[src/sdram_ctl_consts.svh]
// Constants for the SDRAM bank state and CKE control block.
// Assumes a 250 MHz ref_clk; ns times become cycles here.
`ifndef SDRAM_CTL_CONSTS_SVH
`define SDRAM_CTL_CONSTS_SVH

// Clock period
`define CLK_PERIOD_NS 4

// Least times in ns, tMRD in cycles (plain defaults, tune per part)
`define T_RCD_NS 20
`define T_RP_NS 20
`define T_WR_NS 15
`define T_RFC_NS 80
`define T_XSR_NS 120
`define T_MRD_CYC 2

// Least times round up to whole cycles
`define NS_TO_CYC(t) ((((t) + `CLK_PERIOD_NS - 1) / `CLK_PERIOD_NS) < 1 ? 1 : \
  (((t) + `CLK_PERIOD_NS - 1) / `CLK_PERIOD_NS))
`define T_RCD_CYC `NS_TO_CYC(`T_RCD_NS)
`define T_RP_CYC `NS_TO_CYC(`T_RP_NS)
`define T_WR_CYC `NS_TO_CYC(`T_WR_NS)
`define T_RFC_CYC `NS_TO_CYC(`T_RFC_NS)
`define T_XSR_CYC `NS_TO_CYC(`T_XSR_NS)

// Timer width
`define TMR_W 8

// Mode register fields on the address pins
`define MR_BL_LSB 0
`define MR_BL_MSB 2
`define MR_BT_BIT 3
`define MR_CL_LSB 4
`define MR_CL_MSB 6
`define MR_WBM_BIT 9

// Auto precharge / precharge-all select
`define AP_BIT 10

// Mode reset values and codes
`define MR_BL_RST 3'h0
`define MR_CL_RST 3'h3
`define CL_THREE 3'h3
`define BL_CODE_PAGE 3'h7

`endif

[src/sdram_pkg.sv]
// Types shared by the SDRAM bank state and CKE control block.
// Assumes the constants header is compiled alongside.
package sdram_pkg;

  typedef enum logic [3:0] {
    cmd_inhibit = 4'h0,
    cmd_nop = 4'h1,
    cmd_active = 4'h2,
    cmd_read = 4'h3,
    cmd_write = 4'h4,
    cmd_precharge = 4'h5,
    cmd_refresh = 4'h6,
    cmd_mode_load = 4'h7,
    cmd_burst_term = 4'h8
  } cmd_t;

  typedef enum logic [3:0] {
    bs_idle = 4'h0,
    bs_activating = 4'h1,
    bs_active = 4'h2,
    bs_reading = 4'h3,
    bs_writing = 4'h4,
    bs_read_ap = 4'h5,
    bs_write_ap = 4'h6,
    bs_recovering = 4'h7,
    bs_precharging = 4'h8
  } bank_state_t;

  typedef enum logic [2:0] {
    pwr_run = 3'h0,
    pwr_down = 3'h1,
    pwr_self = 3'h2,
    pwr_xsr = 3'h3,
    pwr_suspend = 3'h4,
    pwr_deep = 3'h5
  } pwr_state_t;

endpackage : sdram_pkg

[src/sdram_bank_state_cke_control.sv]
// Command decode, per-bank state and CKE power control of a four-bank SDRAM.
// Assumes async command pins and an array side on ref_clk.
//
// Behaviour
// RULE1: Write burst mode bit forces single-beat writes
// RULE2: Reads always use programmed length and sequence
// RULE3: Access to other bank during auto-precharge accepted
// RULE4: Read interrupts AP read; precharge starts immediately
// RULE5: Write interrupts AP read; read output killed
// RULE6: Controller masks DQM two clocks before write
// RULE7: Read interrupts AP write; precharge after tWR
// RULE8: Write interrupts AP write; precharge after tWR
// RULE9: CKE with NOP enters/exits power-down when idle
// RULE10: Power-down exit: commands taken next edge
// RULE11: Self refresh exit waits tXSR before commands
// RULE12: Controller sends only NOPs during tXSR
// RULE13: Clock suspend exit: decode next edge
// RULE14: Burst terminate code enters deep power-down
// RULE15: CS high inhibit, all-high NOP continue
// RULE16: RAS/CAS/WE decoded into seven commands
// RULE17: Idle after tRP; accepts activate, refresh
// RULE18: Precharge truncates non-AP burst on bank
// RULE19: Non-AP burst takes new access or terminate
// RULE20: Activating for tRCD, then row active
// RULE21: Controller leaves busy banks alone
// RULE22: AP access busy until tRP after precharge
// RULE23: CKE low with refresh or burst: self/suspend
// RULE24: A10 picks one bank or all banks
`include "sdram_ctl_consts.svh"
`timescale 1ns/1ns
`default_nettype none
module sdram_bank_state_cke_control #(
  parameter int DATA_W = 16,
  parameter int ADDR_W = 13,
  parameter int COL_W = 9,
  parameter int FIFO_DEPTH = 16
) (
  input wire logic ref_clk,
  input wire logic reset,
  input wire logic cke,
  input wire logic cs_n,
  input wire logic ras_n,
  input wire logic cas_n,
  input wire logic we_n,
  input wire logic [1:0] ba,
  input wire logic [ADDR_W-1:0] addr,
  input wire logic dqm,
  input wire logic [DATA_W-1:0] dq_in,
  output logic [DATA_W-1:0] dq_out,
  output logic dq_oe_n,
  output logic array_rd_req,
  output logic [1:0] array_rd_bank,
  output logic [COL_W-1:0] array_rd_col,
  input wire logic [DATA_W-1:0] array_rd_data,
  output logic array_wr_valid,
  input wire logic array_wr_ready,
  output logic [2+COL_W+DATA_W-1:0] array_wr_data,
  output logic wr_fifo_ready,
  output sdram_pkg::bank_state_t bank_state [4],
  output sdram_pkg::pwr_state_t power_state,
  output logic all_banks_idle,
  output logic write_burst_mode_bit,
  output logic [2:0] burst_len_code,
  output logic [2:0] cas_latency
);
  import sdram_pkg::*;

  localparam int PIN_W = 5 + 2 + ADDR_W + 1 + DATA_W;
  localparam logic [`TMR_W-1:0] RCD_C = `TMR_W'(`T_RCD_CYC);
  localparam logic [`TMR_W-1:0] RP_C = `TMR_W'(`T_RP_CYC);
  localparam logic [`TMR_W-1:0] WR_C = `TMR_W'(`T_WR_CYC);
  localparam logic [`TMR_W-1:0] RFC_C = `TMR_W'(`T_RFC_CYC);
  localparam logic [`TMR_W-1:0] XSR_C = `TMR_W'(`T_XSR_CYC);
  localparam logic [`TMR_W-1:0] MRD_C = `TMR_W'(`T_MRD_CYC);
  localparam logic [`TMR_W-1:0] TMR_ONE = `TMR_W'(1);

  // Command decode from the sampled pins
  function automatic cmd_t decode_cmd(input logic csn, input logic [2:0] rcw);
    cmd_t c;
    c = cmd_nop;
    if (csn) c = cmd_inhibit;
    else
    begin
      unique case (rcw)
        3'h7: c = cmd_nop;
        3'h3: c = cmd_active;
        3'h5: c = cmd_read;
        3'h4: c = cmd_write;
        3'h2: c = cmd_precharge;
        3'h1: c = cmd_refresh;
        3'h0: c = cmd_mode_load;
        3'h6: c = cmd_burst_term;
      endcase
    end
    return c;
  endfunction : decode_cmd

  // Burst length in beats from the mode code
  function automatic logic [COL_W:0] bl_beats(input logic [2:0] code);
    logic [COL_W:0] n;
    n = (COL_W+1)'(1) << code[1:0];
    return n;
  endfunction : bl_beats

  // Column of beat idx, wrapping inside the burst window
  function automatic logic [COL_W-1:0] beat_col(input logic [COL_W-1:0] start, input logic [COL_W-1:0] idx,
    input logic [2:0] code, input logic ilv);
    logic [COL_W-1:0] mask;
    logic [COL_W-1:0] off;
    mask = (code == `BL_CODE_PAGE) ? '1 : COL_W'(bl_beats(code) - 1'b1);
    off = ilv ? (start ^ idx) : (start + idx);
    return (start & ~mask) | (off & mask);
  endfunction : beat_col

  // Two-flop synchroniser on every pin
  logic [PIN_W-1:0] pin_meta_ff;
  logic [PIN_W-1:0] pin_sync_ff;
  always_ff @(posedge ref_clk)
  begin
    if (reset)
    begin
      pin_meta_ff <= '0;
      pin_sync_ff <= '0;
    end
    else
    begin
      pin_meta_ff <= {cke, cs_n, ras_n, cas_n, we_n, ba, addr, dqm, dq_in};
      pin_sync_ff <= pin_meta_ff;
    end
  end

  wire s_cke = pin_sync_ff[PIN_W-1];
  wire s_cs_n = pin_sync_ff[PIN_W-2];
  wire [2:0] s_rcw = pin_sync_ff[PIN_W-3 -: 3];
  wire [1:0] s_ba = pin_sync_ff[PIN_W-6 -: 2];
  wire [ADDR_W-1:0] s_addr = pin_sync_ff[DATA_W+ADDR_W : DATA_W+1];
  wire s_dqm = pin_sync_ff[DATA_W];
  wire [DATA_W-1:0] s_dq = pin_sync_ff[DATA_W-1:0];

  // State registers
  logic cke_prev_ff;
  pwr_state_t pwr_ff;
  pwr_state_t nxt_pwr;
  logic [`TMR_W-1:0] pwr_tmr_ff;
  logic [`TMR_W-1:0] nxt_pwr_tmr;
  logic [`TMR_W-1:0] gbusy_ff;
  logic [2:0] mr_bl_ff;
  logic mr_bt_ff;
  logic [2:0] mr_cl_ff;
  logic mr_wbm_ff;
  logic bst_on_ff;
  logic bst_rd_ff;
  logic bst_page_ff;
  logic [1:0] bst_bank_ff;
  logic [COL_W-1:0] bst_start_ff;
  logic [COL_W-1:0] bst_idx_ff;
  logic [COL_W:0] bst_left_ff;
  logic [1:0] rp_v_ff;
  logic [DATA_W-1:0] rp_d_ff [2];
  logic [1:0] dqm_p_ff;
  bank_state_t state_ff [4];
  logic [3:0] bank_idle;

  // Commands run only with CKE high now and before
  cmd_t cmd;
  assign cmd = decode_cmd(s_cs_n, s_rcw); // RULE15 RULE16
  wire live = cke_prev_ff; // RULE13
  wire run_edge = (pwr_ff == pwr_run) && cke_prev_ff && s_cke; // RULE10 RULE11
  wire is_nop = (cmd == cmd_inhibit) || (cmd == cmd_nop); // RULE15
  wire do_act = run_edge && (cmd == cmd_active);
  wire do_rd = run_edge && (cmd == cmd_read);
  wire do_wr = run_edge && (cmd == cmd_write);
  wire do_pre = run_edge && (cmd == cmd_precharge);
  wire do_ref = run_edge && (cmd == cmd_refresh);
  wire do_mrl = run_edge && (cmd == cmd_mode_load);
  wire do_bt = run_edge && (cmd == cmd_burst_term); // RULE14
  wire do_rdwr = do_rd || do_wr;
  wire pre_all = s_addr[`AP_BIT]; // RULE24
  wire ap_req = s_addr[`AP_BIT];
  wire all_idle = (&bank_idle) && (gbusy_ff == '0);

  // Burst stepping and its ending conditions
  wire pre_stop = do_pre && (pre_all || (s_ba == bst_bank_ff)); // RULE18 RULE24
  wire intr = do_rdwr || do_bt || pre_stop; // RULE19
  wire step = live && bst_on_ff && !intr;
  wire nat_end = step && (bst_left_ff == (COL_W+1)'(1)) && !bst_page_ff;
  wire [COL_W:0] rd_len = bl_beats(mr_bl_ff); // RULE2
  wire [COL_W:0] wr_len = mr_wbm_ff ? (COL_W+1)'(1) : bl_beats(mr_bl_ff); // RULE1
  wire new_page = (mr_bl_ff == `BL_CODE_PAGE) && !(do_wr && mr_wbm_ff);
  wire [COL_W:0] wr_left = wr_len - 1'b1;

  // Array read request for each read beat
  wire rd_beat = step && bst_rd_ff;
  assign array_rd_req = rd_beat;
  assign array_rd_bank = bst_bank_ff;
  assign array_rd_col = beat_col(bst_start_ff, bst_idx_ff, mr_bl_ff, mr_bt_ff); // RULE2

  // Write beats: the command's own beat, then one per live edge
  wire wr_cmd_beat = do_wr && !s_dqm;
  wire wr_step_beat = step && !bst_rd_ff && !s_dqm; // RULE7 RULE8
  wire [COL_W-1:0] wr_col = wr_cmd_beat ? s_addr[COL_W-1:0]
    : beat_col(bst_start_ff, bst_idx_ff, mr_bl_ff, mr_bt_ff);
  wire [1:0] wr_bank = wr_cmd_beat ? s_ba : bst_bank_ff;

  sync_fifo #(
    .WIDTH(2+COL_W+DATA_W),
    .DEPTH(FIFO_DEPTH)
  ) u_wr_fifo (
    .ref_clk(ref_clk),
    .reset(reset),
    .in_valid(wr_cmd_beat || wr_step_beat),
    .in_ready(wr_fifo_ready),
    .in_data({wr_bank, wr_col, s_dq}),
    .out_valid(array_wr_valid),
    .out_ready(array_wr_ready),
    .out_data(array_wr_data)
  );

  // Burst engine; holds while the internal clock is suspended
  always_ff @(posedge ref_clk)
  begin
    if (reset)
    begin
      bst_on_ff <= 1'b0;
      bst_rd_ff <= 1'b0;
      bst_page_ff <= 1'b0;
      bst_bank_ff <= '0;
      bst_start_ff <= '0;
      bst_idx_ff <= '0;
      bst_left_ff <= '0;
    end
    else if (do_rdwr)
    begin
      bst_on_ff <= do_rd || new_page || (wr_left != '0); // RULE1 RULE19
      bst_rd_ff <= do_rd;
      bst_page_ff <= new_page;
      bst_bank_ff <= s_ba;
      bst_start_ff <= s_addr[COL_W-1:0];
      bst_idx_ff <= do_rd ? '0 : COL_W'(1);
      bst_left_ff <= do_rd ? rd_len : wr_left;
    end
    else if (do_bt || pre_stop || nat_end)
      bst_on_ff <= 1'b0; // RULE18 RULE19
    else if (step)
    begin
      bst_idx_ff <= bst_idx_ff + 1'b1;
      bst_left_ff <= bst_left_ff - 1'b1;
    end
  end

  // Read data pipeline; a write kills queued read data
  always_ff @(posedge ref_clk)
  begin
    if (reset || do_wr)
      rp_v_ff <= '0; // RULE5
    else if (live)
      rp_v_ff <= {rp_v_ff[0], rd_beat}; // RULE4
  end

  always_ff @(posedge ref_clk)
  begin
    if (live)
    begin
      rp_d_ff[0] <= array_rd_data;
      rp_d_ff[1] <= rp_d_ff[0];
    end
    dqm_p_ff <= reset ? 2'h3 : {dqm_p_ff[0], s_dqm};
  end

  // CL tap two or three; DQM masks two edges later
  wire cl3 = (mr_cl_ff == `CL_THREE);
  assign dq_out = cl3 ? rp_d_ff[1] : rp_d_ff[0];
  assign dq_oe_n = !((cl3 ? rp_v_ff[1] : rp_v_ff[0]) && !dqm_p_ff[1]); // RULE6

  // Mode register and the global refresh / mode-load busy time
  always_ff @(posedge ref_clk)
  begin
    if (reset)
    begin
      mr_bl_ff <= `MR_BL_RST;
      mr_bt_ff <= 1'b0;
      mr_cl_ff <= `MR_CL_RST;
      mr_wbm_ff <= 1'b0;
      gbusy_ff <= '0;
    end
    else
    begin
      if (do_mrl && all_idle)
      begin
        mr_bl_ff <= s_addr[`MR_BL_MSB:`MR_BL_LSB];
        mr_bt_ff <= s_addr[`MR_BT_BIT];
        mr_cl_ff <= s_addr[`MR_CL_MSB:`MR_CL_LSB];
        mr_wbm_ff <= s_addr[`MR_WBM_BIT]; // RULE1
      end
      if (do_ref && all_idle) gbusy_ff <= RFC_C; // RULE17
      else if (do_mrl && all_idle) gbusy_ff <= MRD_C;
      else if (gbusy_ff != '0) gbusy_ff <= gbusy_ff - 1'b1;
    end
  end

  // Per-bank state machines
  genvar gb;
  generate
    for (gb = 0; gb < 4; gb++)
    begin : g_bank
      logic [`TMR_W-1:0] tmr_ff;
      logic [`TMR_W-1:0] nxt_tmr;
      bank_state_t nxt_state;
      wire hit = (s_ba == 2'(gb));
      wire pre_hit = do_pre && (pre_all || hit); // RULE24
      wire own = bst_on_ff && (bst_bank_ff == 2'(gb));
      wire ends = own && (nat_end || do_bt || (do_rdwr && !hit)); // RULE3
      wire tdone = (tmr_ff == TMR_ONE);
      wire [3:0] rdwr_state = do_rd ? (ap_req ? bs_read_ap : bs_reading) : (ap_req ? bs_write_ap : bs_writing);

      always_comb
      begin
        nxt_state = state_ff[gb];
        nxt_tmr = (tmr_ff != '0) ? tmr_ff - 1'b1 : tmr_ff;
        unique case (state_ff[gb])
          bs_idle:
            if (do_act && hit)
            begin
              nxt_state = bs_activating; // RULE17 RULE20
              nxt_tmr = RCD_C;
            end
          bs_activating:
            if (tdone) nxt_state = bs_active; // RULE20
          bs_active, bs_reading, bs_writing:
            if (pre_hit)
            begin
              nxt_state = bs_precharging; // RULE18 RULE22
              nxt_tmr = RP_C;
            end
            else if (do_rdwr && hit) nxt_state = bank_state_t'(rdwr_state); // RULE19 RULE20
            else if (ends) nxt_state = bs_active; // RULE19
          bs_read_ap:
            if (ends)
            begin
              nxt_state = bs_precharging; // RULE4 RULE5 RULE22
              nxt_tmr = RP_C;
            end
          bs_write_ap:
            if (ends)
            begin
              nxt_state = bs_recovering; // RULE7 RULE8
              nxt_tmr = WR_C;
            end
          bs_recovering:
            if (tdone)
            begin
              nxt_state = bs_precharging; // RULE7 RULE8 RULE22
              nxt_tmr = RP_C;
            end
          bs_precharging:
            if (tdone) nxt_state = bs_idle; // RULE17 RULE22
          default:
            nxt_state = bs_idle;
        endcase
      end

      always_ff @(posedge ref_clk)
      begin
        if (reset)
        begin
          state_ff[gb] <= bs_idle;
          tmr_ff <= '0;
        end
        else
        begin
          state_ff[gb] <= nxt_state;
          tmr_ff <= nxt_tmr;
        end
      end

      assign bank_idle[gb] = (state_ff[gb] == bs_idle);
      assign bank_state[gb] = state_ff[gb];
    end
  endgenerate

  // Power state machine on CKE now and before
  wire cke_fall = (pwr_ff == pwr_run) && cke_prev_ff && !s_cke;
  always_comb
  begin
    nxt_pwr = pwr_ff;
    nxt_pwr_tmr = (pwr_tmr_ff != '0) ? pwr_tmr_ff - 1'b1 : pwr_tmr_ff;
    unique case (pwr_ff)
      pwr_run:
        if (cke_fall)
        begin
          if (all_idle && is_nop) nxt_pwr = pwr_down; // RULE9
          else if (all_idle && (cmd == cmd_burst_term)) nxt_pwr = pwr_deep; // RULE14
          else if (all_idle && (cmd == cmd_refresh)) nxt_pwr = pwr_self; // RULE23
          else if (bst_on_ff) nxt_pwr = pwr_suspend; // RULE23
        end
      pwr_down:
        if (s_cke && is_nop) nxt_pwr = pwr_run; // RULE9 RULE10
      pwr_self:
        if (s_cke && is_nop)
        begin
          nxt_pwr = pwr_xsr; // RULE11
          nxt_pwr_tmr = XSR_C;
        end
      pwr_xsr:
        if (pwr_tmr_ff == TMR_ONE) nxt_pwr = pwr_run; // RULE11 RULE12
      pwr_suspend:
        if (s_cke) nxt_pwr = pwr_run; // RULE13
      pwr_deep:
        if (s_cke) nxt_pwr = pwr_run; // RULE14
      default:
        nxt_pwr = pwr_run;
    endcase
  end

  always_ff @(posedge ref_clk)
  begin
    if (reset)
    begin
      pwr_ff <= pwr_run;
      pwr_tmr_ff <= '0;
      cke_prev_ff <= 1'b0;
    end
    else
    begin
      pwr_ff <= nxt_pwr;
      pwr_tmr_ff <= nxt_pwr_tmr;
      cke_prev_ff <= s_cke;
    end
  end

  // Status outputs
  assign power_state = pwr_ff;
  assign all_banks_idle = all_idle && (pwr_ff == pwr_run);
  assign write_burst_mode_bit = mr_wbm_ff;
  assign burst_len_code = mr_bl_ff;
  assign cas_latency = mr_cl_ff;

endmodule : sdram_bank_state_cke_control
`default_nettype wire

[src/sync_fifo.sv]
// Flip-flop FIFO with valid/ready on both sides.
// Assumes one clock and a synchronous active-high reset.
`timescale 1ns/1ns
`default_nettype none
module sync_fifo #(
  parameter int WIDTH = 27,
  parameter int DEPTH = 16
) (
  input wire logic ref_clk,
  input wire logic reset,
  input wire logic in_valid,
  output logic in_ready,
  input wire logic [WIDTH-1:0] in_data,
  output logic out_valid,
  input wire logic out_ready,
  output logic [WIDTH-1:0] out_data
);
  localparam int PW = $clog2(DEPTH);

  logic [WIDTH-1:0] mem_ff [DEPTH];
  logic [PW-1:0] wr_ptr_ff;
  logic [PW-1:0] rd_ptr_ff;
  logic [PW:0] count_ff;
  wire push = in_valid && in_ready;
  wire pop = out_valid && out_ready;

  // Full and empty from the fill count
  assign in_ready = (count_ff != (PW+1)'(DEPTH));
  assign out_valid = (count_ff != '0);
  assign out_data = mem_ff[rd_ptr_ff];

  // Pointers and fill level
  always_ff @(posedge ref_clk)
  begin
    if (reset)
    begin
      wr_ptr_ff <= '0;
      rd_ptr_ff <= '0;
      count_ff <= '0;
    end
    else
    begin
      if (push) wr_ptr_ff <= (wr_ptr_ff == PW'(DEPTH-1)) ? '0 : wr_ptr_ff + 1'b1;
      if (pop) rd_ptr_ff <= (rd_ptr_ff == PW'(DEPTH-1)) ? '0 : rd_ptr_ff + 1'b1;
      count_ff <= count_ff + (PW+1)'(push) - (PW+1)'(pop);
    end
  end

  // Storage
  always_ff @(posedge ref_clk)
  begin
    if (push) mem_ff[wr_ptr_ff] <= in_data;
  end

endmodule : sync_fifo
`default_nettype wire

[config.mk]
export PLATFORM = sky130hd
export DESIGN_NAME = sdram_bank_state_cke_control
export DESIGN_NICKNAME = d
export VERILOG_FILES = /design/src/sdram_pkg.sv /design/src/sdram_bank_state_cke_control.sv /design/src/sync_fifo.sv
export VERILOG_INCLUDE_DIRS = /design/src /design/src/src
export SDC_FILE = /design/constraint.sdc
export NUM_CORES = 1
export LEC_CHECK = 0
export BUFFER_PORTS_ARGS = -buffer_cell sky130_fd_sc_hd__buf_4
export CAP_MARGIN = 5
export CORE_AREA = 2 2 242 244
export DETAILED_ROUTE_END_ITERATION = 8
export DIE_AREA = 0 0 244 246
export PLACE_DENSITY_LB_ADDON = 0.1
export SYNTH_ARGS = -nofsm -noshare
export SYNTH_HDL_FRONTEND = slang
export SYNTH_SLANG_ARGS = --single-unit
[constraint.sdc]
create_clock -name ref_clk -period 11.8 [get_ports ref_clk]
set_input_delay 1.77 -clock ref_clk [delete_from_list [all_inputs] [get_ports ref_clk]]
set_output_delay 1.77 -clock ref_clk [all_outputs]
set_load 0.02 [all_outputs]
==> metrics.txt, run 1 <==
status=finished, final reports clean; endpoints failing hold=0; Routed WL per cell=around 21 µm; hold_ws=0.4150 ns; RR Startpoint=cke_prev_ff; Reg2Reg Setup Slack=7.30 ns; Worst Setup Path Type=reg -> out; total core area=approximately 0.057 mm²; # DRC=0; post-CTS setup buffers=0; post-place setup slack=about 7 ns; CTS Hold Bufs=0; crit end category=primary output; chip width=244 µm; vias in the first global route=~17k; CP Launch Type=flip-flop; Clock Tree Root=clkbuf_16; fin. max-slew vios=0; Final min period=about 5.3 ns; Register Area=between 0.015 and 0.02 mm²; Tcrit/Tclk final=~45%; Worst EP required=roughly 10 ns; Initial DRT Pass Iterations=4; Num CTS Buffers=72; Initial Util=48.75%; Cells after Synth=1950; Yosys cell types=82; Multi-input gate area=around 0.0095 mm²; setup TNS=0 ns; Synth Net Count=2051; Hold EP=dqm_p_ff[1]; area share of the largest cell type after synthesis=49.82%; WHS Path Cells=1; total power=approximately 6100 µW; largest area contributor in the netlist=edfxtp_1; initial antenna violation count=0; r2r worst-path depth=7; Pwr per Cell Area=between 150 and 200 mW/mm²; Total Routing Usage GR=between 20% and 30%; mapped cell area=approximately 0.028 mm²; FMAX=between 0.15 and 0.2 GHz; total gr overflow=0; DR iter-0 viols=1210; PostCTS Resize Cnt=0; routed via count=about 17k; sequential fraction of the synthesis area=64.21%; Post-synth ARST share=0%; Area contributors post-synth=edfxtp_1 (50%), dfxtp_1 (14%), mux4_2 (11%); EDFF count, synth=around 460; maximum fanout along the worst path=43; post-route ant nets=0; Rows=88; # IOs=~140; final setup margin=between 6 and 7 ns; Filler cells=roughly 4.6k; VDD IR-drop max=0.1142 mV; max_cap viols=0; share of cells above drive strength 1=between 20% and 30%; number of diodes=0; Max Root-Sink Buffers=3; Reg clk slew, reported paths=around 0.060 ns; Area Overhead vs Synth=14.76%; worst-skew pair later-pin latency=0.61 ns; #FFs+latches synth=between 600 and 700; relative max-transition margin=between 20 and 25%; largest net degree at the start of global routing=101; Setup Skew=roughly 0.020 ns; dpl hpwl=36280 µm; Die H=246 µm; most frequent cells after synthesis=edfxtp_1 (464), dfxtp_1 (201), mux4_2 (135); first-pass GRT wire length=around 95000 µm; FF-to-FF End=u_wr_fifo.mem_ff[11][0]; mean post-synth cell area=about 14 µm²; most numerous cell in the Yosys netlist=edfxtp_1; synth warn=0; # nets final=between 2k and 2.5k; Finished Core Util=a little under three fifths; Hold WC Path Type=reg -> reg; Final Wtd Congestion=0.8672; PortBufs=approximately 140; Final setup viols=0; TritonCTS clock tree=built; Worst-Margin Slew=1.191 ns; min-delay src=dqm_p_ff[0]; Via density=roughly 5.7; Sink Count=between 600 and 700; WL final=62120 µm; RSZ-0062 raised after global routing=no; die area=between 0.06 and 0.07 mm²; Worst EP arrival=between 3 and 4 ns; most used flip-flop cell after synthesis=edfxtp_1; static leakage=0.01108 µW; CTS HTree Levels=3
-- critical path, stage by stage (launching register included) --
cell	delay [ns]
dfxtp_4	0.72
buf_4	0.78
mux4_2	0.60
mux4_2	0.54
buf_4	0.19
-- cell families after synthesis --
family | share of synthesized area (%)
muxes | 12.66
adders and majority gates | 2.103
DFF | 64.21
buffers and inverters | 2.022
and+or+nand+nor | 10.95
AOI/OAI and AO/OA | 5.892
xor gates and xnor gates | 2.161
-- flip-flops by register name, indices dropped and copies added (netlist names), 5 cells and up, named ones only --
name and cells:
gbusy_ff 8, bst_start_ff 9, bst_left_ff 10, u_wr_fifo.mem_ff 432
pwr_tmr_ff 8, u_wr_fifo.count_ff 5, rp_d_ff 32, pin_meta_ff 35
state_ff 16, pin_sync_ff 32, g_bank.tmr_ff 32, bst_idx_ff 9
-- report_power, final --
group	switching, µW	internal [µW]	total, µW
Sequential	144	2570	2720
Combinational	629	612	1240
Clock	896	1270	2170
-- through the flow --
step                      cell area [µm²]  std cells
after CTS                           32090       2909
after global placement              29800       2778
after detailed placement            29800       2778
after global routing                32090       2909
final                               32090       2909
after floorplan                     27970       1950
-- cell type report --
| type | instances | area share, % |
|---|---|---|
| sequential | 665 | 55.98 |
| clock inverter | 29 | 0.9123 |
| inverter | 49 | 0.5731 |
| timing repair buffer | 161 | 3.778 |
| tap | 765 | 2.982 |
| clock buffer | 102 | 6.218 |
| multi-input combinational | 1138 | 29.56 |
-- worst max path at each step --
stage | to | slack [ns]
final | array_wr_data[24] | 6.52
after global routing | array_wr_data[24] | 6.23
after CTS | array_wr_data[24] | 6.38
after detailed placement | array_wr_data[24] | 7.03
after global placement | array_wr_data[22] | 7.03
after floorplan | u_wr_fifo.mem_ff[3][0] | 5.99
-- routing by layer --
layer / GRT usage, % / wire length, µm / vias up
met5: 0 / 0 / -
li1: - / - / 7680
met4: 6.905 / 1691 / 0
met2: 34.57 / 30430 / 432
met3: 3.889 / 3074 / 107
met1: 27.60 / 26920 / 8300
-- cells in the final DEF (no fill, tap or decap), types with 35 or more instances in the layout --
master	synthesis	final
ha_1	43	43
nor3_1	43	42
xor2_1	35	35
nand2_1	123	123
inv_1	47	47
clkbuf_16	0	73
nor2_1	133	132
mux4_2	135	135
nor2b_1	91	91
edfxtp_1	464	464
buf_4	0	160
a21oi_1	89	89
dfxtp_1	201	198
Power figures use the tool's default switching activity.
==> run 2, diff against run 1 <==
ABC_AREA = 1   (was unset)
CORE_AREA = 2 2 246 248   (was 2 2 242 244)
DIE_AREA = 0 0 248 250   (was 0 0 244 246)
clock period = 4.9 ns   (was 11.8 ns; I/O delays follow)
==> run 2 against run 1 <==
Against the previous run: combinational power rose to 3.2 times the previous value; die area grew 3.3%; sequential cell count stayed put; wire length is 11% higher; first-iteration DRC count up 18%; final area grew 2.9%.
==> metrics.txt, run 2 <==
Largest register FFs=432 (unchanged); biggest regs=u_wr_fifo.mem_ff: 432 flops, pin_meta_ff: 35 flops; Cells after Synth=2733 (+40%); slowest CP cell=dfxtp_4; Hold WC Path Type=in -> reg; largest area contributor in the netlist=edfxtp_1; hold_ws=0.3149 ns (-0.1001 ns); Setup Skew=0.02598 ns (+0.006122 ns); Pwr per Cell Area=470.3 mW/mm² (+150%); post-route ant nets=0 (unchanged); Die H=250 µm (+1.6%); VDD IR-drop max=0.4008 mV (+250%); most frequent cells in the layout=edfxtp_1 (464), inv_1 (373), nand2_1 (304); vias in the first global route=19.18k (+16%); relative max-transition margin=14.44% (-5.9 points); Critical Path, Cell by Cell=buf_4 > mux2i_1 > o211ai_1 > nand3_1 > nand2_1 > buf_4; Final Wtd Congestion=0.8342 (-3.8%); FF-to-FF End=u_wr_fifo.mem_ff[10][7]; Hold EP=rp_d_ff[0][1]; maximum fanout along the worst path=78 (+81%); synth warn=0 (unchanged); Max Root-Sink Buffers=3 (unchanged); Reg clk slew, reported paths=0.06 ns (about the same); endpoints failing hold=0 (unchanged); DR iter-0 viols=1423 (+18%); first-pass GRT wire length=106000 µm (+11%); crit-path leading delay family=flip-flops; Final setup viols=0 (unchanged); placed cell area=0.03090 mm² (+3.7%); RR Startpoint=power_state[1]; Worst EP arrival=3.01 ns (-0.50 ns); PostCTS Resize Cnt=0 (unchanged); WL final=69010 µm (+11%); Initial DRT Pass Iterations=5 (+1); crit end category=primary output; number of diodes=0 (unchanged); Reg2Reg Setup Slack=1.20 ns (-6.10 ns); Tcrit/Tclk final=76.46%; total gr overflow=0 (unchanged); Routed WL per cell=18.54 µm (-13%); die area=0.06200 mm² (+3.3%); routed via count=19.84k (+20%); Clock Tree Root=clkbuf_16; Crit path largest cell delay=0.95 ns (+0.17 ns); max_cap viols=0 (unchanged); CP bufs+invs=2 (unchanged); static leakage=0.01282 µW (+16%); CP Launch Type=flip-flop; Final min period=3.747 ns; Sink Count=665 (unchanged); most numerous cell in the Yosys netlist=edfxtp_1; area share of the largest cell type after synthesis=48.39% (-1.4 points); min-delay src=array_rd_data[1]; Worst EP required=4.16 ns (-5.87 ns); CTS HTree Levels=3 (unchanged); Area contributors post-synth=edfxtp_1 (48%), dfxtp_1 (14%), inv_1 (4.9%); Total Routing Usage GR=22.14% (+1.4 points); TritonCTS clock tree=built; RSZ-0062 raised after global routing=no; Non-Filler Instances=3723 (+28%); most frequent cells after synthesis=edfxtp_1 (464), inv_1 (373), nand2_1 (304); r2r worst-path depth=16 (+9); post-CTS setup buffers=0 (unchanged); #FFs+latches synth=665 (unchanged); # nets final=2987 (+37%); FMAX=~0.27 GHz; # IOs=141 (unchanged); WHS Path Cells=1 (unchanged); design area=0.03303 mm² (+2.9%); worst-skew pair later-pin latency=0.61 ns (about the same); Rows=90 (+2.3%); Worst-Margin Slew=1.275 ns (+0.08420 ns); mapped cell area=0.02880 mm² (+3.0%); Yosys cell types=61 (-26%); Num CTS Buffers=70 (-2.8%); CTS Hold Bufs=0 (unchanged); sequential fraction of the synthesis area=62.36% (-1.9 points); largest net degree at the start of global routing=109 (+7.9%); Worst Setup Path Type=reg -> out; Crit. path cell count=6 (+2); Placed Cells=3596 (+29%); mean post-synth cell area=10.54 µm² (-27%); Area Overhead vs Synth=14.70% (about the same); initial antenna violation count=0 (unchanged); dpl hpwl=42340 µm (+17%); EDFF count, synth=464 (unchanged); Initial Util=48.34% (-0.41 points); PortBufs=138 (unchanged); # DRC=0 (unchanged); cell mode on critical path=buf_4; commonest non-fill, non-tap cell in the layout=edfxtp_1; largest reg by FF count=u_wr_fifo.mem_ff; Synth Net Count=2834 (+38%); share of cells above drive strength 1=12.75% (-7.9 points); chip width=248 µm (+1.6%); Via density=5.328 (-6.2%); fin. max-slew vios=0 (unchanged); setup TNS=0 ns (unchanged); Post-synth ARST share=0% (unchanged); most used flip-flop cell after synthesis=edfxtp_1; total core area=0.05957 mm² (+3.8%); status=finished, final reports clean
run 2: changes by cell type in the layout (fill, tap and decap cells not counted), moves of 69 or more:
cell      before  now
a21oi_1       89  200
inv_1         47  373
mux2i_1       24  108
mux4_2       135    0
nand2_1      123  304
nand3_1       24   93
nor2_1       132  220
nor2b_1       91    0
o211ai_1      10  118
o21ai_0       34  238
run 2: metal layers:
metal | global-route usage, % | vias up | routed length [µm] | part of all wire [%]
met5 | 0 | - | 0 | 0
met4 | 6.689 | 0 | 1503 | 2.2
met2 | 37.53 | 500 | 33670 | 49
met1 | 29.06 | 9483 | 30170 | 44
met3 | 3.635 | 116 | 3668 | 5.3
li1 | - | 9736 | - | -
run 2: cells by family (layout without fill, tap and decap cells):
group / after synthesis / count (layout) / share of synthesized area (%)
buffers and inverters: 489 / 697 / 6.509
multiplexers: 109 / 109 / 3.793
AND/OR/NAND/NOR: 763 / 763 / 11.74
XOR/XNOR: 46 / 46 / 1.399
AO/OA/AOI/OAI: 616 / 616 / 12.19
flip-flops: 665 / 665 / 62.36
adder cells (fa/ha/maj): 45 / 45 / 2.007
run 2: worst register-to-register path, cell delays in order, from the launching register on:
cell and delay, ns:
dfxtp_1 0.43, inv_2 0.11, nand2_4 0.12, nor2_4 0.06, nand3_4 0.17, nand2_1 0.08, buf_4 0.21, nor2_2 0.12
nand2_1 0.07, nor2_2 0.14, nand3_1 0.09, nand2_1 0.13, nand2_2 0.13, inv_2 0.16, nand2_1 0.26, nor2_4 0.77
buf_4 0.34
run 2: how the worst max path moves through the flow:
stage / slack, ns / end / from
after floorplan: 1.18 / u_wr_fifo.mem_ff[0][0] / cke_prev_ff
after global placement: 1.23 / u_wr_fifo.mem_ff[10][8] / pin_sync_ff[35]
after detailed placement: 1.16 / u_wr_fifo.mem_ff[10][7] / power_state[1]
after CTS: 1.06 / array_wr_data[15] / flip-flop
after global routing: 0.88 / u_wr_fifo.mem_ff[10][7] / power_state[1]
final: 1.15 / array_wr_data[15] / flip-flop
run 2: final cells by class:
class,instances,area [µm²]
clock buffers,100,1967
multi-input cells,1579,9085
inverters,384,1441
well taps,782,978.4
clock inverters,27,158.9
fillers,5069,26540
flip-flops and latches,665,17970
repair buffers,186,1434
run 2: metrics by stage:
step / util (%) / total power [µW] / setup slack (ns)
after CTS: 55.45 / 15650 / 1.061
after detailed placement: 51.88 / 10670 / 1.161
after floorplan: - / 9571 / 1.178
after global placement: 51.88 / 10560 / 1.225
final: 55.45 / 15530 / 1.153
after global routing: 55.45 / 16440 / 0.8766
run 2: where the power goes:
part	total (µW)	switching, µW	leakage [µW]	internal [µW]
clock network	4970	2160	0.00104	2810
registers	6550	335	0.00574	6220
logic	4010	2480	0.00604	1530
total	15500	4980	0.0128	10600
==> run 3, diff against run 2 <==
clock period = 3.45 ns   (was 4.9 ns; I/O delays follow)
==> run 3 against run 2 <==
Against the previous run: global-route usage increased by 0.16 points; critical path depth rose by 5; sequential share of layout area is 0.57 points lower; via count grew 0.48%; cell count increased by 0.40%; highest routed layer unchanged.
==> metrics.txt, run 3 (same netlist as run 2, synthesis figures left out) <==
CTS HTree Levels=3 (unchanged); initial antenna violation count=0 (unchanged); Tcrit/Tclk final=just over 90%; crit end category=primary output; Final setup viols=0 (unchanged); die area=0.06200 mm² (unchanged); Initial Util=48.34% (unchanged); static leakage=0.01297 µW (+1.2%); fin. max-slew vios=0 (unchanged); design area=0.03338 mm² (+1.1%); FMAX=slightly above 0.3 GHz; VDD IR-drop max=0.6652 mV (+66%); worst-skew pair later-pin latency=0.61 ns (about the same); Largest register FFs=432 (unchanged); Initial DRT Pass Iterations=5 (unchanged); WHS Path Cells=1 (unchanged); largest reg by FF count=u_wr_fifo.mem_ff; Final min period=approximately 3.2 ns; Hold WC Path Type=in -> reg; Area Overhead vs Synth=15.92%; setup TNS=0 ns (unchanged); Pwr per Cell Area=675.1 mW/mm² (+44%); placed cell area=0.03110 mm² (+0.64%); vias in the first global route=19.88k (+3.7%); # nets final=3000 (+0.44%); Max Root-Sink Buffers=3 (unchanged); CTS Hold Bufs=0 (unchanged); Sw Pwr=7164 µW (+44%); number of diodes=0 (unchanged); Reg power frac=40.7% (-1.5 points); Final Wtd Congestion=0.8893 (+6.6%); RSZ-0062 raised after global routing=no; share of cells above drive strength 1=13.40% (+0.65 points); Routed WL per cell=18.29 µm (-1.3%); Die H=250 µm (unchanged); max_cap viols=0 (unchanged); Worst EP arrival=2.70 ns (-0.31 ns); Rows=90 (unchanged); routed via count=19.93k (+0.48%); Worst Setup Path Type=reg -> out; total gr overflow=0 (unchanged); first-pass GRT wire length=107900 µm (+1.8%); dpl hpwl=42920 µm (+1.4%); total core area=0.05957 mm² (unchanged); Sink Count=665 (unchanged); post-route ant nets=0 (unchanged); WL final=68370 µm (-0.94%); chip width=248 µm (unchanged); Reg clk slew, reported paths=0.06 ns (about the same); largest net degree at the start of global routing=109 (unchanged); Total Routing Usage GR=22.30% (+0.16 points); TritonCTS clock tree=built; sw frac=31.79% (-0.25 points); # DRC=0 (unchanged); Clk pwr share=33.1% (+1.1 points); Via density=5.332 (about the same); Combinational Power Share=26.3% (+0.5 points); Clock Tree Root=clkbuf_16; Num CTS Buffers=70 (unchanged); Worst EP required=2.93 ns (-1.23 ns); DR iter-0 viols=1279 (-10%); commonest non-fill, non-tap cell in the layout=edfxtp_1; PortBufs=138 (unchanged); Setup Skew=0.01963 ns (-0.006351 ns); relative max-transition margin=36.99% (+23 points); maximum fanout along the worst path=4 (-95%); status=finished, final reports clean; post-CTS setup buffers=0 (unchanged); internal power=15370 µW (+46%); CP Launch Type=flip-flop; r2r worst-path depth=19 (+3); Worst-Margin Slew=0.9353 ns (-0.3396 ns); biggest regs=u_wr_fifo.mem_ff: 432 flops, pin_meta_ff: 35 flops; # IOs=141 (unchanged); most frequent cells in the layout=edfxtp_1 (464), inv_1 (373), nand2_1 (304); endpoints failing hold=0 (unchanged); Finished Core Util=56.04% (+0.59 points)
==> run 3: cell types whose count changed in the layout (fill, tap and decap cells not counted), sizes merged <==
cell and change:
clkinvlp +1, inv +1, clkbuf -1, buf +13
clkinv -3, bufinv +4
==> run 3: cell type report <==
type,count,area (µm²)
Timing Repair Buffer,199,1632
Clock inverter,30,315.3
Multi-Input combinational cell,1579,9085
Inverter,384,1443
Tap cell,782,978.4
Clock buffer,99,1963
Fill cell,5086,26190
Sequential cell,665,17970
==> run 3: through the flow <==
| stage | setup WS [ns] | hold WS (ns) | instances | power (µW) |
|---|---|---|---|---|
| 2_1_floorplan | -0.2720 | 0.3883 | 2733 | 13630 |
| 3_3_place_gp | 0.3770 | 0.3884 | 3609 | 15080 |
| 3_5_place_dp | 0.3404 | 0.3950 | 3609 | 15240 |
| 4_1_cts | 0.1174 | 0.04297 | 3738 | 22730 |
| 5_1_grt | 0.02265 | 0.05490 | 3738 | 23800 |
| 6_report | 0.2371 | 0.08340 | 3738 | 22540 |
==> run 3: worst paths after layout <==
check	from	endpoint	slack (ns)
worst min-delay path	array_rd_data[14]	rp_d_ff[0][14]	0.08
worst min register to register	dqm_p_ff[0]	dqm_p_ff[1]	0.40
worst max-delay path	bst_idx_ff[0]	array_rd_col[6]	0.24
worst max register to register	power_state[2]	u_wr_fifo.count_ff[4]	0.33
==> run 3: per-layer routing <==
layer	wire length (µm)	track usage, %	vias to the layer above
met5	0	0	-
met3	3304	3.517	103
met2	33320	37.88	471
met4	1766	7.767	0
li1	-	-	9758
met1	29980	28.88	9598
==> run 3: power by group through the flow <==
stage	Clock, µW	Combinational, µW	Sequential [µW]
global placement	0	5760	9320
floorplan	0	4350	9270
detailed placement	0	5910	9330
finish	7450	5920	9170
global route	7940	6650	9220
CTS	7620	5940	9170
==> run 3: timing repair <==
item | 4_1_cts | 5_1_grt
endpoints found under the setup margin | 0 | 1
gates resized for setup | 0 | 1
hold endpoints to repair | 0 | 0
==> run 3: worst max-delay path, stage by stage, from the launching register on <==
cell and delay (ns):
dfxtp_1 0.38, ha_1 0.19, inv_1 0.05, fa_1 0.38, nand3b_1 0.17, nand2_1 0.13, a21oi_1 0.08, nor2_1 0.09
o21ai_0 0.09, xor2_1 0.16, o21ai_1 0.17, buf_4 0.18
